--- config.mk ---
export PLATFORM = sky130hd
export DESIGN_NAME = nrc_key_table
export DESIGN_NICKNAME = d
export VERILOG_FILES = /design/src/rtl/nrc_key_table.sv
export VERILOG_INCLUDE_DIRS = /design/src /design/src/rtl
export SDC_FILE = /design/constraint.sdc
export NUM_CORES = 1
export LEC_CHECK = 0
export ABC_AREA = 1
export CORE_MARGIN = 10
export CORE_UTILIZATION = 35
export CTS_BUF_LIST = sky130_fd_sc_hd__clkbuf_16
export DETAILED_ROUTE_END_ITERATION = 10
export DONT_BUFFER_PORTS = 1
export HOLD_SLACK_MARGIN = 0.12
export SYNTH_ARGS = -nofsm -noshare
export SYNTH_HDL_FRONTEND = slang
export SYNTH_SLANG_ARGS = --single-unit
--- constraint.sdc ---
create_clock -name core_clk -period 15.78 [get_ports core_clk]
set_input_delay 4.734 -clock core_clk [delete_from_list [all_inputs] [get_ports core_clk]]
set_output_delay 4.734 -clock core_clk [all_outputs]
set_load 0.02 [all_outputs]
--- src/rtl/nrc_defs.svh ---
// constants of the namespace reservation checker
`ifndef NRC_DEFS_SVH
`define NRC_DEFS_SVH

`define NRC_NS_CNT 4
`define NRC_NS_W 2
`define NRC_HOST_CNT 4
`define NRC_HOST_W 2
`define NRC_ENTRY_CNT 16
`define NRC_KEY_W 64
`define NRC_KIND_CNT 3
`define NRC_NAMESPACE_IDENTIFIER_ALL 32'hFFFF_FFFF
`define NRC_NAMESPACE_IDENTIFIER_ZERO 32'h0000_0000
`define NRC_NAMESPACE_IDENTIFIER_ONE 32'h0000_0001
`define NRC_NAMESPACE_IDENTIFIER_MAX 32'h0000_0004
`define NRC_ACT_REGISTER 3'h0
`define NRC_ACT_REPLACE 3'h2
`define NRC_PTPL_CHANGE_BIT 1
`define NRC_PTPL_VALUE_BIT 0

`endif

--- src/rtl/nrc_key_table.sv ---
// per namespace, per host registration keys
`timescale 1ns/100ps
`default_nettype none
`include "nrc_defs.svh"

module nrc_key_table (
  input wire logic core_clk,
  input wire logic nv_init,
  input wire logic power_loss,
  input wire logic [`NRC_NS_CNT-1:0] keep_ns,
  input wire logic wr_en,
  input wire logic [`NRC_NS_W-1:0] wr_ns,
  input wire logic [`NRC_HOST_W-1:0] wr_host,
  input wire logic [`NRC_KEY_W-1:0] wr_key,
  input wire logic [`NRC_NS_W-1:0] rd_ns,
  input wire logic [`NRC_HOST_W-1:0] rd_host,
  output logic [`NRC_KEY_W-1:0] rd_key,
  output logic [`NRC_ENTRY_CNT-1:0] valid_map
);

  logic [`NRC_KEY_W-1:0] key_reg [`NRC_ENTRY_CNT];
  logic [`NRC_ENTRY_CNT-1:0] valid_reg;
  logic [`NRC_NS_W+`NRC_HOST_W-1:0] wr_idx;
  logic [`NRC_NS_W+`NRC_HOST_W-1:0] rd_idx;

  // entry index is namespace then host, so one host id maps one entry per namespace
  assign wr_idx = {wr_ns, wr_host};
  assign rd_idx = {rd_ns, rd_host};
  assign rd_key = key_reg[rd_idx];
  assign valid_map = valid_reg;

  // entries survive controller resets; only nv_init, or power loss on a namespace not in keep_ns, wipes them
  genvar e;
  generate
    for (e = 0; e < `NRC_ENTRY_CNT; e++) begin : g_entry
      logic hit;
      logic wipe;
      assign hit = wr_en && (wr_idx == e[`NRC_NS_W+`NRC_HOST_W-1:0]);
      assign wipe = nv_init ||
        (power_loss && !keep_ns[e / `NRC_HOST_CNT]);
      always_ff @(posedge core_clk) begin
        if (wipe) begin
          valid_reg[e] <= 1'b0;
        end else if (hit) begin
          valid_reg[e] <= 1'b1;
        end
      end
      always_ff @(posedge core_clk) begin
        if (nv_init) begin
          key_reg[e] <= '0;
        end else if (hit) begin
          key_reg[e] <= wr_key;
        end
      end
    end
  endgenerate

endmodule : nrc_key_table
`default_nettype wire

==> flow_summary.json <==
{
  "numPortBuffers": 0,
  "slowest_delay_ns": 0.88,
  "synth-seq-cells": 1040,
  "area_delta_synth_final_pct": 9.85,
  "layout_worst_path_cycle_share": 0.811,
  "vias": 36400,
  "cp.required_ns": 11.05,
  "outcome": "completed",
  "switching_share": 0.252,
  "h-tree-depth": 3,
  "r2r_start": "valid_map[14]$_SDFFE_PP0P_",
  "via_per_inst": 5.03,
  "worstPathCellList": "inv_8, buf_12, nand2_1, nand2_1, nand2_1, nand3_1, nand3_1, nand2_1",
  "layout_common_cells": "nand2_1, nor2_1, edfxtp_1",
  "pwr-share-clk": 0.406,
  "drtIter0Drc": 3673,
  "fillers": 13900,
  "period_minus_slack_ns": 12.80,
  "die_y_um": 395,
  "seqCellArea_um2": 31100,
  "cts_resized": 0,
  "hold-path-endpoint": "valid_map[6]$_SDFFE_PP0P_",
  "max-slew-margin-rel": 0.172,
  "gr-total-overflow": 0,
  "crit_arrival_ns": 8.06,
  "drv_slew": 0,
  "dr.pass1.iters": 6,
  "grt_pass1_vias": 35400,
  "pin_count": 160,
  "rows": 137,
  "yosys.area.top_type_share": 0.626,
  "clockBufferDepth": 3,
  "largest_reg_flops": 1024,
  "hold_path.startpoint": "valid_map[6]$_SDFFE_PP0P_",
  "antenna_found_initial": 13,
  "track_usage": 0.197,
  "hold_class": "flip-flop to flip-flop",
  "grt_max_degree": 514,
  "final_nets": 5353,
  "drc": 0,
  "wl_per_cell_um": 21.8,
  "powerDensity_nw_per_um2": 117,
  "detail-route-antenna-nets": 0,
  "clk_pin_slew_worst_paths_ns": 0.06,
  "drive_gt1_frac": 0.0445,
  "max_cap_viol_count": 0,
  "die-width_um": 395,
  "layout_commonest_cell": "nand2_1",
  "r2r_slack_ns": 15.02,
  "initial_utilization": 0.352,
  "path_common_cell": "nand2_1",
  "synth.avg_cell_area_um2": 8.94,
  "root_buffer": "clkbuf_16",
  "critPathMaxFanout": 513,
  "ys_warn_count": 0,
  "skew_ns": 0,
  "drt-total-wl_um": 158000,
  "clock_sinks": 1040,
  "endpoint_kind": "primary output",
  "dieArea_um2": 156000,
  "r2r_cells": 2,
  "setup_ws_ns": 2.98,
  "clock.fmax_mhz": 78.1,
  "p_leak_nw": 23.8,
  "path_class": "primary input to primary output",
  "core_area_um2": 140000,
  "syn_area_um2": 49100,
  "gp_congestion": 0.752,
  "synth_top_area_cell": "edfxtp_1",
  "tritoncts": "done",
  "finalSetupTns_ns": 0,
  "ir_worst_vdd_v": 0.0000902,
  "ys_seq_area_frac": 0.633,
  "whs_path_depth": 2,
  "seqPwrFrac": 0.512,
  "syn_inst": 5492,
  "pwr-share-comb": 0.082,
  "hold_viol": 0,
  "ys_types": 19,
  "reg2reg_to": "valid_map[14]$_SDFFE_PP0P_",
  "worst_pin_slew_ns": 1.24,
  "post-place-ws_ns": 3.67,
  "post_cts_buffers": 0,
  "crit_path_start_kind": "primary input",
  "cp_slowest_cell": "inv_8",
  "power.internal_mw": 4.73,
  "synth_nets": 5572,
  "cts-buffers-inserted": 111,
  "multi_input_area_um2": 13400,
  "hold_buffers": 0,
  "p_sw_mw": 1.59,
  "clkLatencyLatePin_ns": 0.74,
  "grt_setup_unrepaired": "no",
  "finalSetupViolCount": 0,
  "grt_pass1_wl_um": 233000,
  "synth.top_cells.by_area": "edfxtp_1, nand2_1, nand3_1, nor2_1, inv_1",
  "dp_hpwl_um": 74900
}
==> kinds of logic (layout without fill, tap and decap cells) <==
family	Yosys count	count (layout)	share of synthesized area
other cells	0	5	0
simple gates	3194	3194	0.266
flops	1040	1040	0.633
compound gates	20	20	0.00204
buf+inv	1238	1111	0.0990
==> power groups by stage <==
stage | combinational, mW | clock, mW | sequential (mW)
2_1_floorplan | 0.379 | 0 | 3.29
3_3_place_gp | 0.518 | 0 | 3.29
3_5_place_dp | 0.523 | 0 | 3.30
4_1_cts | 0.525 | 2.60 | 3.24
5_1_grt | 0.575 | 2.71 | 3.25
6_report | 0.518 | 2.57 | 3.24
==> worst max-delay path, delay by kind of cell <==
family / cells / cell delay [ns]
AND/OR/NAND/NOR: 6 / 0.87
buffers and inverters: 2 / 1.63
==> worst max path at each step <==
stage,to,from,cells past startpoint
2_1_floorplan,rd_key[57],rd_host[0],10
4_1_cts,rd_key[31],rd_host[1],6
6_report,rd_key[29],rd_host[0],8
3_3_place_gp,rd_key[31],rd_host[1],6
3_5_place_dp,rd_key[31],rd_host[1],6
5_1_grt,rd_key[31],rd_host[1],6
==> routing by layer <==
layer  up-vias  track usage  wire, um  share of wire
li1      16800            -         -              -
met4        12       0.0704      4850          0.031
met1     17900        0.249     63800           0.40
met3       285       0.0326     12400          0.078
met2      1458        0.338     77100           0.49
met5         -            0        77        0.00049
==> layout make-up <==
cell class                 count  share of cell area
sequential                  1040               0.576
timing repair buffer          44             0.00659
tap                         1876              0.0435
inverter                     862              0.0604
multi-input combinational   3214               0.248
clock inverter                94              0.0141
clock buffer                 111              0.0515
antenna                        5            0.000232
==> metrics by stage <==
stage / power (mW) / hold WS (ns) / util / cell area (um^2) / std cells
after detailed placement: 3.82 / 0.552 / 0.361 / 50400 / 7036
after CTS: 6.36 / 0.561 / 0.387 / 53900 / 7241
after global routing: 6.53 / 0.586 / 0.387 / 54000 / 7245
after floorplan: 3.67 / 0.526 / - / 49100 / 5492
after global placement: 3.81 / 0.553 / 0.361 / 50400 / 7036
final: 6.32 / 0.557 / 0.387 / 54000 / 7246
==> cells in the mapped netlist (all sizes together) <==
master and count:
clkbuf 243, inv 861, nand2 1369, a21oi 14
o21ai 6, edfxtp 1024, buf 133, dfxtp 16
nand3 784, nand4 8, nor2 1033, clkinv 1
Power figures use the tool's default switching activity.
